## src/rtl/nand_feature_map.vh

```
// Command codes, feature addresses, field positions and timing counts
`ifndef NAND_FEATURE_MAP_VH
`define NAND_FEATURE_MAP_VH

// ----------------------------------------------------------------------
// Command opcodes
// ----------------------------------------------------------------------
`define CMD_GET_FEATURES 8'h0F
`define CMD_SET_FEATURES 8'h1F
`define CMD_WRITE_ENABLE 8'h06
`define CMD_WRITE_DISABLE 8'h04
`define CMD_PAGE_READ 8'h13
`define CMD_PROGRAM_EXEC 8'h10
`define CMD_BLOCK_ERASE 8'hD8
`define CMD_SOFT_RESET 8'hFF

// ----------------------------------------------------------------------
// Feature addresses
// ----------------------------------------------------------------------
`define FA_PROTECTION 8'hA0
`define FA_ECC_QUAD_CFG 8'hB0
`define FA_PRIMARY_STATUS 8'hC0
`define FA_OUTPUT_DRIVE 8'hD0
`define FA_SECONDARY_STATUS 8'hF0

// ----------------------------------------------------------------------
// Field positions
// ----------------------------------------------------------------------
`define CFG_ECC_ON_BIT 4
`define CFG_QUAD_BIT 0
`define DRV_LEVEL_MSB 6
`define DRV_LEVEL_LSB 5
`define ST1_BUSY_BIT 0
`define ST1_WPL_BIT 1
`define ST1_EFAIL_BIT 2
`define ST1_PFAIL_BIT 3
`define ST_ECC_MSB 5
`define ST_ECC_LSB 4
`define ST2_CACHE_BIT 0
`define ST2_LOCKED_BIT 3

// ----------------------------------------------------------------------
// Reset values, ECC encodings, operation kinds
// ----------------------------------------------------------------------
`define ECC_ON_RESET 1'b1
`define QUAD_RESET 1'b0
`define DRIVE_RESET 2'h0
`define LOCKED_RESET 1'b1
`define ECC_NONE 2'h0
`define ECC_CORRECTED 2'h1
`define ECC_UNCORRECTED 2'h2
`define OP_READ 2'h0
`define OP_PROGRAM 2'h1
`define OP_ERASE 2'h2

// ----------------------------------------------------------------------
// Timing: soft-reset busy time (arbitrary figure)
// ----------------------------------------------------------------------
`define CLK_PERIOD_NS 10
`define SOFT_RESET_BUSY_NS 500
`define SOFT_RESET_BUSY_CYCLES (`SOFT_RESET_BUSY_NS / `CLK_PERIOD_NS)

`endif

```

## src/rtl/nand_feature_regs.v

```verilog
// Serial NAND status, configuration and drive-strength feature registers
`timescale 1ns/1ps
`include "nand_feature_map.vh"

module nand_feature_regs #(
  parameter RST_BUSY_CYCLES = `SOFT_RESET_BUSY_CYCLES
) (
  input wire clk_i, // System clock, 100 MHz
  input wire srst_i, // Synchronous power-on reset, active high
  input wire sclk_i, // Serial clock pin from host
  input wire cs_n_i, // Chip select pin, active low
  input wire mosi_i, // Serial data in pin
  output wire miso_o, // Serial data out
  output wire miso_oe_o, // Serial data out enable
  input wire region_locked_i, // Addressed block is protected
  input wire block_locked_i, // Selected block protection status
  input wire cache_busy_i, // Cache unavailable
  input wire array_done_i, // Array operation finished, pulse
  input wire array_fail_i, // Program or erase failed, with done
  input wire [2:0] ecc_bits_i, // Corrected bit count, with done
  input wire ecc_uncorr_i, // Uncorrectable read, with done
  output wire op_start_o, // Start array operation, pulse
  output wire [1:0] op_kind_o, // Operation kind for op_start_o
  output wire ecc_on_o, // Internal ECC enabled
  output wire quad_io_permit_o, // Quad IO operations allowed
  output wire [1:0] drive_level_o, // Output drive strength select
  output wire operation_busy_o // Device busy
);

  // --------------------------------------------------------------------
  // Pin synchronisers
  // --------------------------------------------------------------------
  reg sclk_s1_reg;
  reg sclk_s2_reg;
  reg sclk_s3_reg;
  reg cs_n_s1_reg;
  reg cs_n_s2_reg;
  reg cs_n_s3_reg;
  reg mosi_s1_reg;
  reg mosi_s2_reg;

  // No reset: tracking the pins through reset avoids a false edge after it
  always @(posedge clk_i) begin
    sclk_s1_reg <= sclk_i;
    sclk_s2_reg <= sclk_s1_reg;
    sclk_s3_reg <= sclk_s2_reg;
    cs_n_s1_reg <= cs_n_i;
    cs_n_s2_reg <= cs_n_s1_reg;
    cs_n_s3_reg <= cs_n_s2_reg;
    mosi_s1_reg <= mosi_i;
    mosi_s2_reg <= mosi_s1_reg;
  end

  wire sclk_rise = sclk_s2_reg & ~sclk_s3_reg;
  wire sclk_fall = ~sclk_s2_reg & sclk_s3_reg;
  wire frame_end = cs_n_s2_reg & ~cs_n_s3_reg;

  // --------------------------------------------------------------------
  // State
  // --------------------------------------------------------------------
  reg [2:0] bit_cnt_reg;
  reg [1:0] byte_cnt_reg;
  reg [6:0] shift_reg;
  reg [7:0] cmd_reg;
  reg [7:0] addr_reg;
  reg cmd_valid_reg;
  reg [7:0] out_reg;
  reg out_active_reg;
  reg miso_reg;
  reg miso_oe_reg;
  reg ecc_on_reg;
  reg quad_reg;
  reg [1:0] drive_reg;
  reg [1:0] ecc_summary_reg;
  reg [1:0] ecc_count_ext_reg;
  reg program_failed_reg;
  reg erase_failed_reg;
  reg write_permit_latch_reg;
  reg array_active_reg;
  reg [1:0] active_kind_reg;
  reg boot_read_reg;
  reg [15:0] rst_cnt_reg;
  reg busy_reg;
  reg locked_reg;
  reg cache_busy_reg;
  reg op_start_reg;
  reg [1:0] op_kind_reg;

  wire [7:0] byte_in = {shift_reg, mosi_s2_reg};
  wire [7:0] rd_addr = (byte_cnt_reg == 2'h1) ? byte_in : addr_reg;
  reg [7:0] rd_data;

  // --------------------------------------------------------------------
  // Feature read mux
  // --------------------------------------------------------------------
  always @* begin
    rd_data = 8'h00;
    case (rd_addr)
      `FA_ECC_QUAD_CFG: begin
        rd_data[`CFG_ECC_ON_BIT] = ecc_on_reg;
        rd_data[`CFG_QUAD_BIT] = quad_reg;
      end
      `FA_PRIMARY_STATUS: begin
        rd_data[`ST1_BUSY_BIT] = busy_reg;
        rd_data[`ST1_WPL_BIT] = write_permit_latch_reg;
        rd_data[`ST1_EFAIL_BIT] = erase_failed_reg;
        rd_data[`ST1_PFAIL_BIT] = program_failed_reg;
        rd_data[`ST_ECC_MSB:`ST_ECC_LSB] = ecc_summary_reg;
      end
      `FA_OUTPUT_DRIVE: begin
        rd_data[`DRV_LEVEL_MSB:`DRV_LEVEL_LSB] = drive_reg;
      end
      `FA_SECONDARY_STATUS: begin
        rd_data[`ST2_CACHE_BIT] = cache_busy_reg;
        rd_data[`ST2_LOCKED_BIT] = locked_reg;
        rd_data[`ST_ECC_MSB:`ST_ECC_LSB] = ecc_count_ext_reg;
      end
      default: rd_data = 8'h00;
    endcase
  end

  // --------------------------------------------------------------------
  // Serial frame engine and feature registers
  // --------------------------------------------------------------------
  always @(posedge clk_i) begin
    if (srst_i) begin
      bit_cnt_reg <= 3'h0;
      byte_cnt_reg <= 2'h0;
      shift_reg <= 7'h00;
      cmd_reg <= 8'h00;
      addr_reg <= 8'h00;
      cmd_valid_reg <= 1'b0;
      out_reg <= 8'h00;
      out_active_reg <= 1'b0;
      miso_reg <= 1'b0;
      miso_oe_reg <= 1'b0;
      ecc_on_reg <= `ECC_ON_RESET;
      quad_reg <= `QUAD_RESET;
      drive_reg <= `DRIVE_RESET;
      ecc_summary_reg <= `ECC_NONE;
      ecc_count_ext_reg <= 2'h0;
      program_failed_reg <= 1'b0;
      erase_failed_reg <= 1'b0;
      write_permit_latch_reg <= 1'b0;
      array_active_reg <= 1'b1; // Boot read pending, keeps busy up
      active_kind_reg <= `OP_READ;
      boot_read_reg <= 1'b1;
      rst_cnt_reg <= 16'h0000;
      busy_reg <= 1'b1;
      locked_reg <= `LOCKED_RESET;
      cache_busy_reg <= 1'b0;
      op_start_reg <= 1'b0;
      op_kind_reg <= `OP_READ;
    end else begin
      op_start_reg <= 1'b0;
      locked_reg <= block_locked_i;
      cache_busy_reg <= cache_busy_i;
      busy_reg <= array_active_reg | (rst_cnt_reg != 16'h0000);
      if (rst_cnt_reg != 16'h0000) begin
        rst_cnt_reg <= rst_cnt_reg - 16'h0001;
      end
      // Power-on loads ECC status from block 0 page 0
      if (boot_read_reg) begin
        boot_read_reg <= 1'b0;
        array_active_reg <= 1'b1;
        active_kind_reg <= `OP_READ;
        op_start_reg <= 1'b1;
        op_kind_reg <= `OP_READ;
      end
      if (cs_n_s2_reg) begin
        bit_cnt_reg <= 3'h0;
        byte_cnt_reg <= 2'h0;
        out_active_reg <= 1'b0;
        miso_oe_reg <= 1'b0;
      end else if (sclk_rise) begin
        shift_reg <= byte_in[6:0];
        bit_cnt_reg <= bit_cnt_reg + 3'h1;
        if (bit_cnt_reg == 3'h7) begin
          if (byte_cnt_reg != 2'h3) begin
            byte_cnt_reg <= byte_cnt_reg + 2'h1;
          end
          if (byte_cnt_reg == 2'h0) begin
            cmd_reg <= byte_in;
            cmd_valid_reg <= 1'b1;
          end
          if (byte_cnt_reg == 2'h1) begin
            addr_reg <= byte_in;
          end
          // Reloading each byte lets the host poll status in one frame
          if (cmd_reg == `CMD_GET_FEATURES && byte_cnt_reg != 2'h0) begin
            out_reg <= rd_data;
            out_active_reg <= 1'b1;
          end
          if (cmd_reg == `CMD_SET_FEATURES && byte_cnt_reg == 2'h2) begin
            case (addr_reg)
              `FA_ECC_QUAD_CFG: begin
                ecc_on_reg <= byte_in[`CFG_ECC_ON_BIT];
                quad_reg <= byte_in[`CFG_QUAD_BIT];
              end
              `FA_OUTPUT_DRIVE: begin
                drive_reg <= byte_in[`DRV_LEVEL_MSB:`DRV_LEVEL_LSB];
              end
              default: ; // Status registers are read-only; writes dropped
            endcase
          end
        end
      end else if (sclk_fall && out_active_reg) begin
        miso_reg <= out_reg[7];
        out_reg <= {out_reg[6:0], 1'b0};
        miso_oe_reg <= 1'b1;
      end

      // Commands act when chip select rises
      if (frame_end && cmd_valid_reg) begin
        cmd_valid_reg <= 1'b0;
        case (cmd_reg)
          `CMD_WRITE_ENABLE: write_permit_latch_reg <= 1'b1;
          `CMD_WRITE_DISABLE: write_permit_latch_reg <= 1'b0;
          `CMD_PAGE_READ: begin
            if (!busy_reg) begin
              ecc_summary_reg <= `ECC_NONE;
              ecc_count_ext_reg <= 2'h0;
              array_active_reg <= 1'b1;
              active_kind_reg <= `OP_READ;
              op_start_reg <= 1'b1;
              op_kind_reg <= `OP_READ;
            end
          end
          `CMD_PROGRAM_EXEC: begin
            if (!busy_reg && write_permit_latch_reg) begin
              // Locked target fails at once and never shows busy
              program_failed_reg <= region_locked_i;
              if (!region_locked_i) begin
                array_active_reg <= 1'b1;
                active_kind_reg <= `OP_PROGRAM;
                op_start_reg <= 1'b1;
                op_kind_reg <= `OP_PROGRAM;
              end
            end
          end
          `CMD_BLOCK_ERASE: begin
            if (!busy_reg && write_permit_latch_reg) begin
              erase_failed_reg <= region_locked_i;
              if (!region_locked_i) begin
                array_active_reg <= 1'b1;
                active_kind_reg <= `OP_ERASE;
                op_start_reg <= 1'b1;
                op_kind_reg <= `OP_ERASE;
              end
            end
          end
          `CMD_SOFT_RESET: begin
            // Config and drive keep their values across this reset
            ecc_summary_reg <= `ECC_NONE;
            ecc_count_ext_reg <= 2'h0;
            program_failed_reg <= 1'b0;
            erase_failed_reg <= 1'b0;
            write_permit_latch_reg <= 1'b0;
            array_active_reg <= 1'b0;
            boot_read_reg <= 1'b0;
            rst_cnt_reg <= RST_BUSY_CYCLES[15:0];
          end
          default: ;
        endcase
      end

      // Completion comes last so a result set wins over a same-cycle clear, unless that clear is a soft reset, which skips completion
      if (array_done_i && array_active_reg &&
          !(frame_end && cmd_valid_reg && cmd_reg == `CMD_SOFT_RESET)) begin
        array_active_reg <= 1'b0;
        case (active_kind_reg)
          `OP_READ: begin
            // Fields are left clear when ECC is off; host must ignore them
            if (ecc_on_reg) begin
              if (ecc_uncorr_i || ecc_bits_i > 3'h4) begin
                ecc_summary_reg <= `ECC_UNCORRECTED;
                ecc_count_ext_reg <= 2'h0;
              end else if (ecc_bits_i == 3'h0) begin
                ecc_summary_reg <= `ECC_NONE;
                ecc_count_ext_reg <= 2'h0;
              end else begin
                ecc_summary_reg <= `ECC_CORRECTED;
                ecc_count_ext_reg <= ecc_bits_i[1:0] - 2'h1;
              end
            end
          end
          `OP_PROGRAM: begin
            if (array_fail_i) begin
              program_failed_reg <= 1'b1;
            end
          end
          `OP_ERASE: begin
            if (array_fail_i) begin
              erase_failed_reg <= 1'b1;
            end
          end
          default: ;
        endcase
      end
    end
  end

  // --------------------------------------------------------------------
  // Outputs
  // --------------------------------------------------------------------
  assign miso_o = miso_reg;
  assign miso_oe_o = miso_oe_reg;
  assign op_start_o = op_start_reg;
  assign op_kind_o = op_kind_reg;
  assign ecc_on_o = ecc_on_reg;
  assign quad_io_permit_o = quad_reg;
  assign drive_level_o = drive_reg;
  assign operation_busy_o = busy_reg;

endmodule // nand_feature_regs

```

## config.mk

```make
export PLATFORM = sky130hd
export DESIGN_NAME = nand_feature_regs
export DESIGN_NICKNAME = d
export VERILOG_FILES = /design/src/rtl/nand_feature_regs.v
export VERILOG_INCLUDE_DIRS = /design/src /design/src/rtl
export SDC_FILE = /design/constraint.sdc
export NUM_CORES = 1
export LEC_CHECK = 0
export ABC_AREA = 1
export BUFFER_PORTS_ARGS = -buffer_cell sky130_fd_sc_hd__clkbuf_2
export CAP_MARGIN = 20
export CORE_MARGIN = 1.5
export CORE_UTILIZATION = 44
export CTS_BUF_LIST = sky130_fd_sc_hd__clkbuf_16
export CTS_CLUSTER_SIZE = 16
export DETAILED_ROUTE_END_ITERATION = 6
export PLACE_DENSITY = 0.7
export SYNTH_ARGS = -nofsm -noshare
export SYNTH_HDL_FRONTEND = slang
export SYNTH_SLANG_ARGS = --single-unit
```

## constraint.sdc

```tcl
create_clock -name clk_i -period 3.4 [get_ports clk_i]
set_input_delay 0.34 -clock clk_i [delete_from_list [all_inputs] [get_ports clk_i]]
set_output_delay 0.34 -clock clk_i [all_outputs]
set_load 0.1 [all_outputs]
```

==> out/results.tsv <==
metric	value	unit
max-clock-path-buffers	2	
r2r_end	out_reg[2]$_SDFFE_PP0P_	
p_leak	2.030	nW
antenna_found_initial	0	
grt_pass1_vias	3397	
numCtsBuffers	9	
die-width	99.36	um
slew-limit-headroom	63.94	%
die_h	99.36	um
min_path_cells	1	
path_delay_family	simple AND/OR/NAND/NOR gates	
avgSynthCellArea	7.154	um2
grt_max_degree	37	
synth_edf_count	0	
fmax	0.4812	GHz
antenna_cells	0	
drive_above_1_share	11.74	%
synth_cell_type_count	37	
startpoint	bit_cnt_reg[0]$_SDFFE_PP0P_	
routabilityCongestion	0.8890	
vias_per_cell	5.075	
nFillCells	888	
drc	0	
synth_seq_cells	85	
min_from	sclk_i	
cp.required	3.62	ns
arrival	2.30	ns
numClockSinks	85	
timing.final.ws_setup	1.322	ns
drt_iter0_drc	141	
worstRegToRegCells	11	
dr.pass1.iters	4	
largest_reg_flops	16	
area_growth	11.42	%
netlist_instances	571	
path_clk_slew	0.07	ns
path_buf_inv	3	
rrSetupSlack	1.32	ns
min_period	2.078	ns
drv_slew	0	
reg2reg_from	bit_cnt_reg[0]$_SDFFE_PP0P_	
htreeDepth	3	
fp.dieArea	0.009871	mm2
cts_tree	built	
wire_per_inst	12.45	um
vias	3573	
clock_latency	0.33	ns
setup_violations	0	
tns	0	ns
yosysSeqAreaShare	41.65	%
async_flop_share	0	%
syn_area	0.004085	mm2
wl	8764	um
ios	24	
initial_core_util	46.17	%
yosysWarnings	0	
path_max_fanout	14	
ctsHoldBuffers	0	
core_area	0.008848	mm2
cts_setup_buffers	0	
cts_resized	0	
slowest_stage	dfxtp_1	
grt_pass1_wl	15120	um
status	complete, no violations	
synthesis.nets	594	
std_cell_rows	34	
dp_slack	1.352	ns
hold_viol	0	
track_usage	18.91	%
startpoint_type	flop	
hpwlAfterDp	6438	um
hold_class	input pin to flop	
rsz0062_at_grt	false	
timing.final.crit_share	61.12	%
antenna_left	0	
ys.flop_type	dfxtp_1	
cpPeakStageDelay	0.35	ns
io_buffers	23	
powerDensity	575.7	mW/mm2
worstMarginPinSlew	0.5432	ns
finClkSkew	0.007219	ns
cp_cell_sequence	ha_1 > ha_1 > inv_1 > nor2_4 > nand2_2 > inv_2 > nand2_1 > nand2_1 > inv_1 > a21oi_1 > a21oi_1	
overflow	0	
cp-end-kind	flop	
hold_path_end	sclk_s1_reg$_DFF_P_	
cts_root_buffer	clkbuf_16	
setup.worst_path.class	flop to flop	
fin_nets	614	
ir_drop	0.2368	mV
cap_violations	0	
==> per-layer routing <==
metal | global-route usage (%) | routed length, um | vias up | share of wire [%]
met1 | 24.65 | 4369 | 1599 | 50
met4 | 8.559 | 137 | 0 | 1.6
met5 | 0 | 0 | - | 0
li1 | - | - | 1882 | -
met3 | 3.303 | 336 | 11 | 3.8
met2 | 30.72 | 3920 | 81 | 45
==> where the power goes <==
| part | leakage (nW) | switching, mW | internal, mW | total [mW] |
|---|---|---|---|---|
| Clock | 0.140 | 0.400 | 0.571 | 0.971 |
| Combinational | 1.20 | 0.338 | 0.192 | 0.531 |
| Sequential | 0.693 | 0.0550 | 1.06 | 1.12 |
| Total | 2.03 | 0.793 | 1.83 | 2.62 |
==> final cells by class <==
class,instances,area [um2],area share (%)
Inverter,73,279.0,6.130
Multi-Input combinational cell,398,2013,44.23
Tap cell,108,135.1,2.969
Timing Repair Buffer,24,122.6,2.694
Clock inverter,7,75.07,1.649
Clock buffer,9,225.2,4.948
Sequential cell,85,1702,37.38
==> Yosys cell counts, types with 4 or more instances <==
master	instances	area [um2]
a211oi_1	5	37.54
buf_2	4	20.02
nor2_1	75	281.5
dfxtp_1	85	1702
a21oi_1	41	205.2
buf_6	4	45.04
inv_2	5	18.77
nand2_2	9	56.30
nand4_1	6	37.54
nor2_4	4	45.04
nand2_1	116	435.4
ha_1	9	112.6
xor2_1	12	105.1
inv_1	67	251.5
o21ai_0	38	190.2
nor3_1	12	60.06
o21ai_1	11	55.05
clkbuf_1	6	22.52
nand3_1	31	155.2
==> metrics by stage <==
stage | cell area [um2] | hold slack, ns | util, % | power, mW | std cells
6_report | 4552 | 0.1032 | 51.44 | 2.620 | 704
5_1_grt | 4552 | 0.09610 | 51.44 | 2.780 | 704
4_1_cts | 4552 | 0.09578 | 51.44 | 2.648 | 704
3_5_place_dp | 4252 | 0.3153 | 48.05 | 1.669 | 688
3_3_place_gp | 4252 | 0.3127 | 48.05 | 1.662 | 688
2_1_floorplan | 4085 | 0.3096 | - | 1.566 | 571
==> cell usage in the layout, fill, tap and decap left out, types with 4 or more instances in the layout <==
cell       instances
nor3_1            12
dfxtp_1           85
a211oi_1           5
nand2_2            9
nand4_1            6
nor2_1            75
o21ai_1           11
inv_2              5
nand3_1           31
nand2_1          116
clkbuf_16          9
o21ai_0           38
a21oi_1           41
nor2_4             4
inv_1             67
clkbuf_2          23
xor2_1            12
ha_1               9
==> worst reg2reg max path, cell delays in order (launching register included) <==
cell and delay, ns:
dfxtp_1 0.35, ha_1 0.16, ha_1 0.13, inv_1 0.06
nor2_4 0.12, nand2_2 0.11, inv_2 0.22, nand2_1 0.11
nand2_1 0.27, inv_1 0.16, a21oi_1 0.17, a21oi_1 0.09
==> how the worst max path moves through the flow <==
stage / slack, ns / cells after the start / to
global placement: 1.49 / 11 / out_reg[1]$_SDFFE_PP0P_
floorplan: 1.56 / 9 / array_active_reg$_SDFF_PP1_
CTS: 1.35 / 11 / out_reg[2]$_SDFFE_PP0P_
detailed placement: 1.35 / 11 / out_reg[2]$_SDFFE_PP0P_
global route: 1.15 / 11 / out_reg[2]$_SDFFE_PP0P_
finish: 1.32 / 11 / out_reg[2]$_SDFFE_PP0P_
==> cell families (layout without fill, tap and decap cells) <==
logic type	count (synthesis)	in the layout	synth area share [%]
flip-flops	85	85	41.65
buffers and inverters	88	113	9.066
adder cells (fa/ha/maj)	9	9	2.757
AO/OA/AOI/OAI	105	105	13.72
AND/OR/NAND/NOR	269	269	29.59
XOR/XNOR	15	15	3.216
(Power assumes the default switching activity.)
